File: config.mk
export PLATFORM = sky130hd
export DESIGN_NAME = dsm_monitor_regs
export DESIGN_NICKNAME = d
export VERILOG_FILES = /design/src/dsm_sync.v /design/src/dsm_fault_encoder.v /design/src/dsm_monitor_regs.v
export VERILOG_INCLUDE_DIRS = /design/src
export SDC_FILE = /design/constraint.sdc
export NUM_CORES = 1
export LEC_CHECK = 0
export BUFFER_PORTS_ARGS = -buffer_cell sky130_fd_sc_hd__buf_4
export CORE_MARGIN = 2
export CORE_UTILIZATION = 40
export DETAILED_ROUTE_END_ITERATION = 7
export PLACE_DENSITY = 0.68
export SLEW_MARGIN = 20
export SYNTH_ARGS = -nofsm -noshare
export SYNTH_HDL_FRONTEND = slang
export SYNTH_SLANG_ARGS = --single-unit
File: constraint.sdc
create_clock -name clk -period 20.4 [get_ports clk]
set_clock_uncertainty 0.1 [all_clocks]
set_input_delay 1.02 -clock clk [delete_from_list [all_inputs] [get_ports clk]]
set_output_delay 1.02 -clock clk [all_outputs]
set_load 0.03 [all_outputs]
File: src/dsm_defines.vh
`ifndef DSM_DEFINES_VH
`define DSM_DEFINES_VH
// Word addresses of the status monitor range
`define DSM_ADDR_FAULT      16'h2100
`define DSM_ADDR_STATE      16'h2101
`define DSM_ADDR_FREQ_CMD   16'h2102
`define DSM_ADDR_OUT_FREQ   16'h2103
`define DSM_ADDR_OUT_CUR    16'h2104
`define DSM_ADDR_RSVD_A     16'h2105
`define DSM_ADDR_PID_FB     16'h2106
`define DSM_ADDR_RSVD_B     16'h2107
`define DSM_ADDR_BUS_VOLT   16'h2108
`define DSM_ADDR_OUT_VOLT   16'h2109
`define DSM_ADDR_STAGE_TEMP 16'h210A
`define DSM_ADDR_USER_LO    16'h2116
`define DSM_ADDR_USER_HI    16'h2117
// Fault codes
`define DSM_FC_NONE         6'h00
`define DSM_FC_OVERCURRENT  6'h01
`define DSM_FC_OVERVOLTAGE  6'h02
`define DSM_FC_STAGE_HOT    6'h03
`define DSM_FC_OVERLOAD     6'h05
`define DSM_FC_OVERLOAD1    6'h06
`define DSM_FC_OVERLOAD2    6'h07
`define DSM_FC_EXTERNAL     6'h08
`define DSM_FC_OC_ACCEL     6'h09
`define DSM_FC_OC_DECEL     6'h0A
`define DSM_FC_OC_STEADY    6'h0B
`define DSM_FC_GROUND       6'h0C
`define DSM_FC_PHASE_LOSS   6'h0E
`define DSM_FC_RAMP_TUNE    6'h10
`define DSM_FC_SW_PROTECT   6'h11
`define DSM_FC_PB_WRITE     6'h12
`define DSM_FC_PB_READ      6'h13
`define DSM_FC_HW_BASE      6'h14
`define DSM_FC_PHASE_BASE   6'h18
`define DSM_FC_LOOP_INPUT   6'h20
`define DSM_FC_THERMISTOR   6'h22
// Number of fault flag slots: 27 fault sources and one spare
`define DSM_NUM_FAULTS      28
// Status word field positions
`define DSM_ST_RUN_LSB      0
`define DSM_ST_JOG          2
`define DSM_ST_DIR_LSB      3
`define DSM_ST_FREQ_COMM    8
`define DSM_ST_FREQ_ANALOG  9
`define DSM_ST_OPER_COMM    10
// Reset value of every captured word
`define DSM_WORD_RESET      16'h0000
`endif

File: src/dsm_sync.v
`timescale 1ns/1ps
// Two-flop synchroniser, one per bit
module dsm_sync #(
   parameter W = 1
) (
   // Clock and reset
   input  wire         clk,
   input  wire         rst_n,
   // Data
   input  wire [W-1:0] d,
   output wire [W-1:0] q
);
   reg [W-1:0] meta_q;  // First stage, read only by second stage
   reg [W-1:0] sync_q;  // Second stage
   genvar i;
   // One synchroniser per bit
   generate
      for (i = 0; i < W; i = i + 1) begin : g_bit
         always @(posedge clk or negedge rst_n) begin
            if (!rst_n) begin
               meta_q[i] <= 1'b0;
               sync_q[i] <= 1'b0;
            end else begin
               meta_q[i] <= d[i];
               sync_q[i] <= meta_q[i];
            end
         end
      end
   endgenerate
   assign q = sync_q;
endmodule

File: src/dsm_fault_encoder.v
`timescale 1ns/1ps
`include "dsm_defines.vh"
// Priority encoder from fault flags to a fault code
module dsm_fault_encoder (
   // Fault flags, bit order fixed by the top
   input  wire [`DSM_NUM_FAULTS-1:0] flags,
   // Code of lowest-index active flag, zero if none
   output reg  [5:0]                 code
);
   wire [5:0] code_tab [0:`DSM_NUM_FAULTS-1];  // Code per flag slot
   integer k;
   // Constant table; reserved codes never appear in it
   // Nets, since a combinational process that reads nothing never wakes up
   assign code_tab[0]  = `DSM_FC_OVERCURRENT;
   assign code_tab[1]  = `DSM_FC_OVERVOLTAGE;
   assign code_tab[2]  = `DSM_FC_STAGE_HOT;
   assign code_tab[3]  = `DSM_FC_OVERLOAD;
   assign code_tab[4]  = `DSM_FC_OVERLOAD1;
   assign code_tab[5]  = `DSM_FC_OVERLOAD2;
   assign code_tab[6]  = `DSM_FC_EXTERNAL;
   assign code_tab[7]  = `DSM_FC_OC_ACCEL;
   assign code_tab[8]  = `DSM_FC_OC_DECEL;
   assign code_tab[9]  = `DSM_FC_OC_STEADY;
   assign code_tab[10] = `DSM_FC_GROUND;
   assign code_tab[11] = `DSM_FC_PHASE_LOSS;
   assign code_tab[12] = `DSM_FC_RAMP_TUNE;
   assign code_tab[13] = `DSM_FC_SW_PROTECT;
   assign code_tab[14] = `DSM_FC_PB_WRITE;
   assign code_tab[15] = `DSM_FC_PB_READ;
   assign code_tab[16] = `DSM_FC_HW_BASE;
   assign code_tab[17] = `DSM_FC_HW_BASE + 6'h01;
   assign code_tab[18] = `DSM_FC_HW_BASE + 6'h02;
   assign code_tab[19] = `DSM_FC_HW_BASE + 6'h03;
   assign code_tab[20] = `DSM_FC_PHASE_BASE;
   assign code_tab[21] = `DSM_FC_PHASE_BASE + 6'h01;
   assign code_tab[22] = `DSM_FC_PHASE_BASE + 6'h02;
   assign code_tab[23] = `DSM_FC_PHASE_BASE + 6'h03;
   assign code_tab[24] = `DSM_FC_PHASE_BASE + 6'h04;
   assign code_tab[25] = `DSM_FC_LOOP_INPUT;
   assign code_tab[26] = `DSM_FC_THERMISTOR;
   assign code_tab[27] = `DSM_FC_NONE;
   // Scan high to low so the lowest index wins
   always @* begin
      code = `DSM_FC_NONE;
      for (k = `DSM_NUM_FAULTS - 2; k >= 0; k = k - 1) begin
         if (flags[k]) begin
            code = code_tab[k];
         end
      end
   end
endmodule

File: src/dsm_monitor_regs.v
`timescale 1ns/1ps
`include "dsm_defines.vh"
module dsm_monitor_regs (
   // Clock and reset
   input  wire        clk,
   input  wire        arst_n,
   // Read and write requests from the serial slave front end, and the answers to it
   input  wire        rd_start,
   input  wire        rd_req,
   input  wire [15:0] rd_addr,
   input  wire        wr_req,
   output reg         rd_valid,
   output reg  [15:0] rd_data,
   output reg         rd_illegal,
   output reg         wr_refused,
   // Fault sources from the drive, asynchronous levels
   input  wire        overcurrent_fault,
   input  wire        overvoltage_fault,
   input  wire        stage_overheat_fault,
   input  wire        overload_fault,
   input  wire        overload1_fault,
   input  wire        overload2_fault,
   input  wire        external_fault,
   input  wire        accel_overcurrent,
   input  wire        decel_overcurrent,
   input  wire        steady_overcurrent,
   input  wire        ground_fault,
   input  wire        phase_loss,
   input  wire        ramp_tune_failure,
   input  wire        sw_protect_active,
   input  wire        pb_write_failure,
   input  wire        pb_read_failure,
   input  wire [3:0]  hw_protect_failure,
   input  wire        u_phase_error,
   input  wire        v_phase_error,
   input  wire        w_phase_error,
   input  wire        dc_bus_error,
   input  wire        phase_check_overheat,
   input  wire        loop_input_error,
   input  wire        thermistor_overheat,
   // Drive state, same clock domain
   input  wire [1:0]  run_state,
   input  wire        jog_active,
   input  wire [1:0]  direction_state,
   input  wire        freq_from_comm,
   input  wire        freq_from_analog,
   input  wire        oper_from_comm,
   // Measurements, same clock domain
   input  wire [15:0] freq_command,
   input  wire [15:0] output_frequency,
   input  wire [15:0] output_current,
   input  wire [15:0] pid_feedback,
   input  wire [15:0] bus_voltage,
   input  wire [15:0] output_voltage,
   input  wire [15:0] power_stage_temp,
   input  wire [15:0] user_display_value,
   input  wire [7:0]  user_display_decimals,
   input  wire [7:0]  user_display_letter
);
   localparam NW = 13;                     // Captured words
   reg  [1:0]  rst_sync_q;                 // Reset release chain
   wire        rst_n;                      // Synchronised reset
   wire [`DSM_NUM_FAULTS-1:0] flags_raw;   // Fault pins as gathered
   wire [`DSM_NUM_FAULTS-1:0] flags_sync;  // After two flops
   wire [5:0]  fault_code;                 // Encoded current fault
   wire [15:0] live [0:NW-1];              // Live source words
   reg  [15:0] snap_q [0:NW-1];            // Coherent snapshot
   reg  [3:0]  idx;                        // Decoded word index
   reg         hit;                        // Address is mapped
   reg  [15:0] state_word;                 // Assembled status word
   integer     n;

   // Reset is released through two flops; assertion stays asynchronous
   always @(posedge clk or negedge arst_n) begin
      if (!arst_n) begin
         rst_sync_q <= 2'b00;
      end else begin
         rst_sync_q <= {rst_sync_q[0], 1'b1};
      end
   end
   assign rst_n = rst_sync_q[1];

   // Fault pins in encoder slot order; last slot is a spare
   assign flags_raw = {1'b0,
                       thermistor_overheat,
                       loop_input_error,
                       phase_check_overheat, dc_bus_error,
                       w_phase_error, v_phase_error, u_phase_error,
                       hw_protect_failure[3], hw_protect_failure[2],
                       hw_protect_failure[1], hw_protect_failure[0],
                       pb_read_failure, pb_write_failure,
                       sw_protect_active,
                       ramp_tune_failure, phase_loss, ground_fault,
                       steady_overcurrent, decel_overcurrent,
                       accel_overcurrent,
                       external_fault, overload2_fault, overload1_fault,
                       overload_fault, stage_overheat_fault,
                       overvoltage_fault, overcurrent_fault};

   // Fault pins come from outside and are synchronised first
   dsm_sync #(
      .W (`DSM_NUM_FAULTS)
   ) u_sync (
      .clk   (clk),
      .rst_n (rst_n),
      .d     (flags_raw),
      .q     (flags_sync)
   );

   // Lowest slot wins when several faults stand at once
   dsm_fault_encoder u_enc (
      .flags (flags_sync),
      .code  (fault_code)
   );

   // Status word; reserved bits forced to zero
   always @* begin
      state_word = 16'h0000;
      state_word[`DSM_ST_RUN_LSB +: 2] = run_state;
      state_word[`DSM_ST_JOG]          = jog_active;
      state_word[`DSM_ST_DIR_LSB +: 2] = direction_state;
      state_word[`DSM_ST_FREQ_COMM]    = freq_from_comm;
      state_word[`DSM_ST_FREQ_ANALOG]  = freq_from_analog;
      state_word[`DSM_ST_OPER_COMM]    = oper_from_comm;
   end

   // Live word table in snapshot index order
   assign live[0]  = {10'h000, fault_code};
   assign live[1]  = state_word;
   assign live[2]  = freq_command;
   assign live[3]  = output_frequency;
   assign live[4]  = output_current;
   assign live[5]  = pid_feedback;
   assign live[6]  = bus_voltage;
   assign live[7]  = output_voltage;
   assign live[8]  = power_stage_temp;
   assign live[9]  = user_display_value;
   assign live[10] = {user_display_decimals, user_display_letter};
   assign live[11] = `DSM_WORD_RESET;
   assign live[12] = `DSM_WORD_RESET;

   // Address decode; reserved words map to the zero slots
   always @* begin
      idx = 4'h0;
      hit = 1'b1;
      case (rd_addr)
         `DSM_ADDR_FAULT:      idx = 4'h0;
         `DSM_ADDR_STATE:      idx = 4'h1;
         `DSM_ADDR_FREQ_CMD:   idx = 4'h2;
         `DSM_ADDR_OUT_FREQ:   idx = 4'h3;
         `DSM_ADDR_OUT_CUR:    idx = 4'h4;
         `DSM_ADDR_RSVD_A:     idx = 4'hB;
         `DSM_ADDR_PID_FB:     idx = 4'h5;
         `DSM_ADDR_RSVD_B:     idx = 4'hC;
         `DSM_ADDR_BUS_VOLT:   idx = 4'h6;
         `DSM_ADDR_OUT_VOLT:   idx = 4'h7;
         `DSM_ADDR_STAGE_TEMP: idx = 4'h8;
         `DSM_ADDR_USER_LO:    idx = 4'h9;
         `DSM_ADDR_USER_HI:    idx = 4'hA;
         default: begin
            idx = 4'h0;
            hit = 1'b0;
         end
      endcase
   end

   // Snapshot all words at once so a multi-word read is coherent
   always @(posedge clk or negedge rst_n) begin
      if (!rst_n) begin
         for (n = 0; n < NW; n = n + 1) begin
            snap_q[n] <= `DSM_WORD_RESET;
         end
      end else if (rd_start) begin
         for (n = 0; n < NW; n = n + 1) begin
            snap_q[n] <= live[n];
         end
      end
   end

   // Read answer one cycle after the request, from the snapshot
   always @(posedge clk or negedge rst_n) begin
      if (!rst_n) begin
         rd_valid   <= 1'b0;
         rd_data    <= `DSM_WORD_RESET;
         rd_illegal <= 1'b0;
         wr_refused <= 1'b0;
      end else begin
         rd_valid   <= rd_req;
         rd_illegal <= rd_req & ~hit;
         // Writes change nothing here; flag them for an exception reply
         wr_refused <= wr_req;
         if (rd_req) begin
            // Unmapped words answer zero and raise the illegal flag
            rd_data <= hit ? snap_q[idx] : `DSM_WORD_RESET;
         end
      end
   end
endmodule

==> summary.md <==
| Metric | Value |
|---|---|
| Status | completed |
| Core Area | between 0.02 and 0.025 mm2 |
| Synth Instances | 752 |
| Crit path time final | between 3 and 4 ns |
| Layout area overhead | 28.82% |
| Slew Viols, Final | 0 |
| Post-layout net count | between 1000 and 1500 |
| Vias in the first global route | between 7000 and 8000 |
| Clock-pin slew on the worst setup and hold paths | roughly 0.060 ns |
| Top cells by area, synth | dfrtp_1, mux2_2, mux2i_1 |
| Clk_lat worst skew | between 0.5 and 0.6 ns |
| Total gr overflow | 0 |
| Arr. time, crit path | roughly 3.7 ns |
| Most common cell after layout, fill and taps aside | dfrtp_1 |
| CTS tree | yes |
| Yosys top cell area share | 0.5941 |
| Starting Density | 0.4059 |
| Die X | 160.6 um |
| Detailed Place HPWL | around 18000 um |
| DIE AREA | ~0.026 mm2 |
| Initial drt markers | about 380 |
| Main synth FF type | dfrtp_1 |
| Worst hold path type | reg -> async |
| Resized cells post-CTS | 0 |
| Post-Syn Area | about 0.0098 mm2 |
| CP Cell Sequence | buf_4 > and3b_1 > a211oi_4 > nand2b_1 > nand2_1 > o22ai_1 > o22ai_1 > nor2_1 |
| Synth cell types | 59 |
| Setup_tns | 0 ns |
| Largest net degree at the start of global routing | 85 |
| Total clock sinks | 233 |
| YS warnings | 0 |
| Worst EP required | slightly above 20 ns |
| Worst-Margin Slew | between 0.9 and 1 ns |
| Post-synth top area cell | dfrtp_1 |
| Postcts setup bufs | 0 |
| Final count of hold timing violations | 0 |
| Number of port buffers | around 220 |
| Post-synth EDFFs | 0 |
| TritonCTS buffer count | 25 |
| Slowest cell delay on critical path | just over 0.8 ns |
| CTS Buffer Depth | 3 |
| IO Pins | about 220 |
| Global Route Usage Sum | 0.1935 |
| Maximum vdd ir drop | roughly 0.064 mV |
| WL per Instance | 19.03 um |
| Initial antenna violation count | 3 |
| First-pass DRT Iterations | 5 |
| # setup viols final | 0 |
| Die Y | 160.6 um |
| GPL Wtd Cong | 0.8376 |
| Via density | approximately 5.2 |
| Critical Path Sink Type | flop |
| Async S/R FF share, synth | 1.000 |
| DRC errors left | 0 |
| FP Rows | 57 |
| P per Cell Area | 86.72 mW/mm2 |
| Critical Path Start Type | input port |
| Top cell by count, worst path | o22ai_1 |
| CP max stage cell | nand2b_1 |
| Syn_nets | between 900 and 1000 |
| Routed vias | a little under 7000 |
| Routed Antenna Nets | 0 |
| Final Util | 0.5230 |
| Routed WL | 24890 um |
| Avg Cell Area, Syn | approximately 13 um2 |
| P_leak | 5.576 nW |
| Global-route wire length before repair | about 39000 um |
| Maxcap violations | 0 |
| Slew margin rel. | 0.3527 |
| CP max FO | 22 |
| Hold-fix buffers at CTS | 0 |
| FMAX | 298.4 MHz |
| Share of cells above drive strength 1 | 0.4358 |
| Root buffer cell | clkbuf_16 |
| #FFs+latches synth | 233 |
| CTS H-tree depth | 1 |
| RSZ-0062 raised after global routing | false |
| Commonest cells after routing, fill and taps aside | dfrtp_1, buf_4, mux2_2, nand2_1, mux2i_1 |
| PnR worst setup slack | between 15 and 20 ns |
| CP bufs+invs | 1 |
| Fin crit share | 0.1643 |
| Place WS | about 16 ns |
| CP delay by family, top | simple AND/OR/NAND/NOR gates |
| Crit path kind | in -> reg |
| Sequential fraction of the synthesis area | 0.5941 |
## synthesized netlist by cell type (2+ instances only)
cell type  instances
a211oi_1           2
a21boi_0           2
a21o_1             2
a21oi_1           14
a221oi_1           5
a22oi_1            2
a31oi_1            9
a32oi_1            2
and2_1             2
buf_1              2
buf_2             12
buf_4              3
clkbuf_1          21
dfrtp_1          233
inv_1              7
mux2_2           156
mux2i_1           54
nand2_1           66
nand2b_1           5
nand3_1           22
nor2_1            25
nor2_2             2
nor2b_1            6
nor3_1             8
nor3b_1            3
nor4_1             5
nor4b_1            4
o2111ai_1          2
o21ai_0           26
o22ai_1           11
o2bb2ai_1          8
o31ai_1            3
or3_1              2
## final timing paths
path / cells after the start / to / from / slack, ns
max: 8 / rd_data[7]$_DFFE_PN0P_ / rd_addr[0] / 17.05
min: 0 / wr_refused$_DFF_PN0_ / rst_sync_q[1]$_DFF_PN0_ / 0.19
max reg2reg: 5 / snap_q[194]$_DFFE_PN0P_ / u_sync.q[14]$_DFF_PN0_ / 18.53
min reg2reg: 0 / wr_refused$_DFF_PN0_ / rst_sync_q[1]$_DFF_PN0_ / 0.19
max in group asynchronous: 1 / u_sync.q[6]$_DFF_PN0_ / rst_sync_q[1]$_DFF_PN0_ / 18.68
min in group clk: 0 / u_sync.q[16]$_DFF_PN0_ / u_sync.meta_q[16]$_DFF_PN0_ / 0.24
## kinds of logic (layout without fill, tap and decap cells)
kind of cell / count (synthesis) / in the layout / synth area share
other cells: 1 / 3 / 0.0003821
flops: 233 / 233 / 0.5941
buf+inv: 45 / 275 / 0.01989
xor+xnor: 1 / 1 / 0.0008926
mux: 210 / 210 / 0.2341
fa+ha+maj: 1 / 1 / 0.001020
compound gates: 99 / 99 / 0.06782
simple gates: 162 / 162 / 0.08185
## layer usage
metal	wire length, um	vias up	track usage
met2	11580	242	0.3105
met3	1682	50	0.04339
li1	-	3149	-
met4	767	2	0.05897
met5	13	-	0
met1	10840	3333	0.2640
## registers in the layout, indices dropped and copies added, names as in the netlist
name	flops
wr_refused	1
rd_data	16
rst_sync_q	2
rd_illegal	1
snap_q	158
u_sync.meta_q	27
u_sync.q	27
rd_valid	1
## cell type report
cell class | count | area (um2)
Timing Repair Buffer | 226 | 1740
Tap cell | 324 | 405.4
Fill cell | 2067 | 11530
Multi-Input combinational cell | 474 | 3799
Sequential cell | 233 | 5834
Clock inverter | 7 | 140.1
Antenna cell | 2 | 5.005
Inverter | 7 | 26.28
Clock buffer | 35 | 693.2
## through the flow
step / power (W) / hold WS, ns / std cells / area (um2)
detailed placement: 0.0006440 / 0.2098 / 1263 / 11770
floorplan: 0.0005881 / 0.2312 / 752 / 9814
global route: 0.001140 / 0.1582 / 1307 / 12640
finish: 0.001096 / 0.1851 / 1308 / 12640
CTS: 0.001107 / 0.1619 / 1305 / 12610
global placement: 0.0006407 / 0.2348 / 1262 / 11750
## power by group
| part | total (W) | switching, W | internal [W] |
|---|---|---|---|
| logic | 0.000112 | 0.0000472 | 0.0000647 |
| clock network | 0.000461 | 0.000176 | 0.000286 |
| registers | 0.000523 | 0.0000228 | 0.000500 |
(Power assumes the default switching activity.)
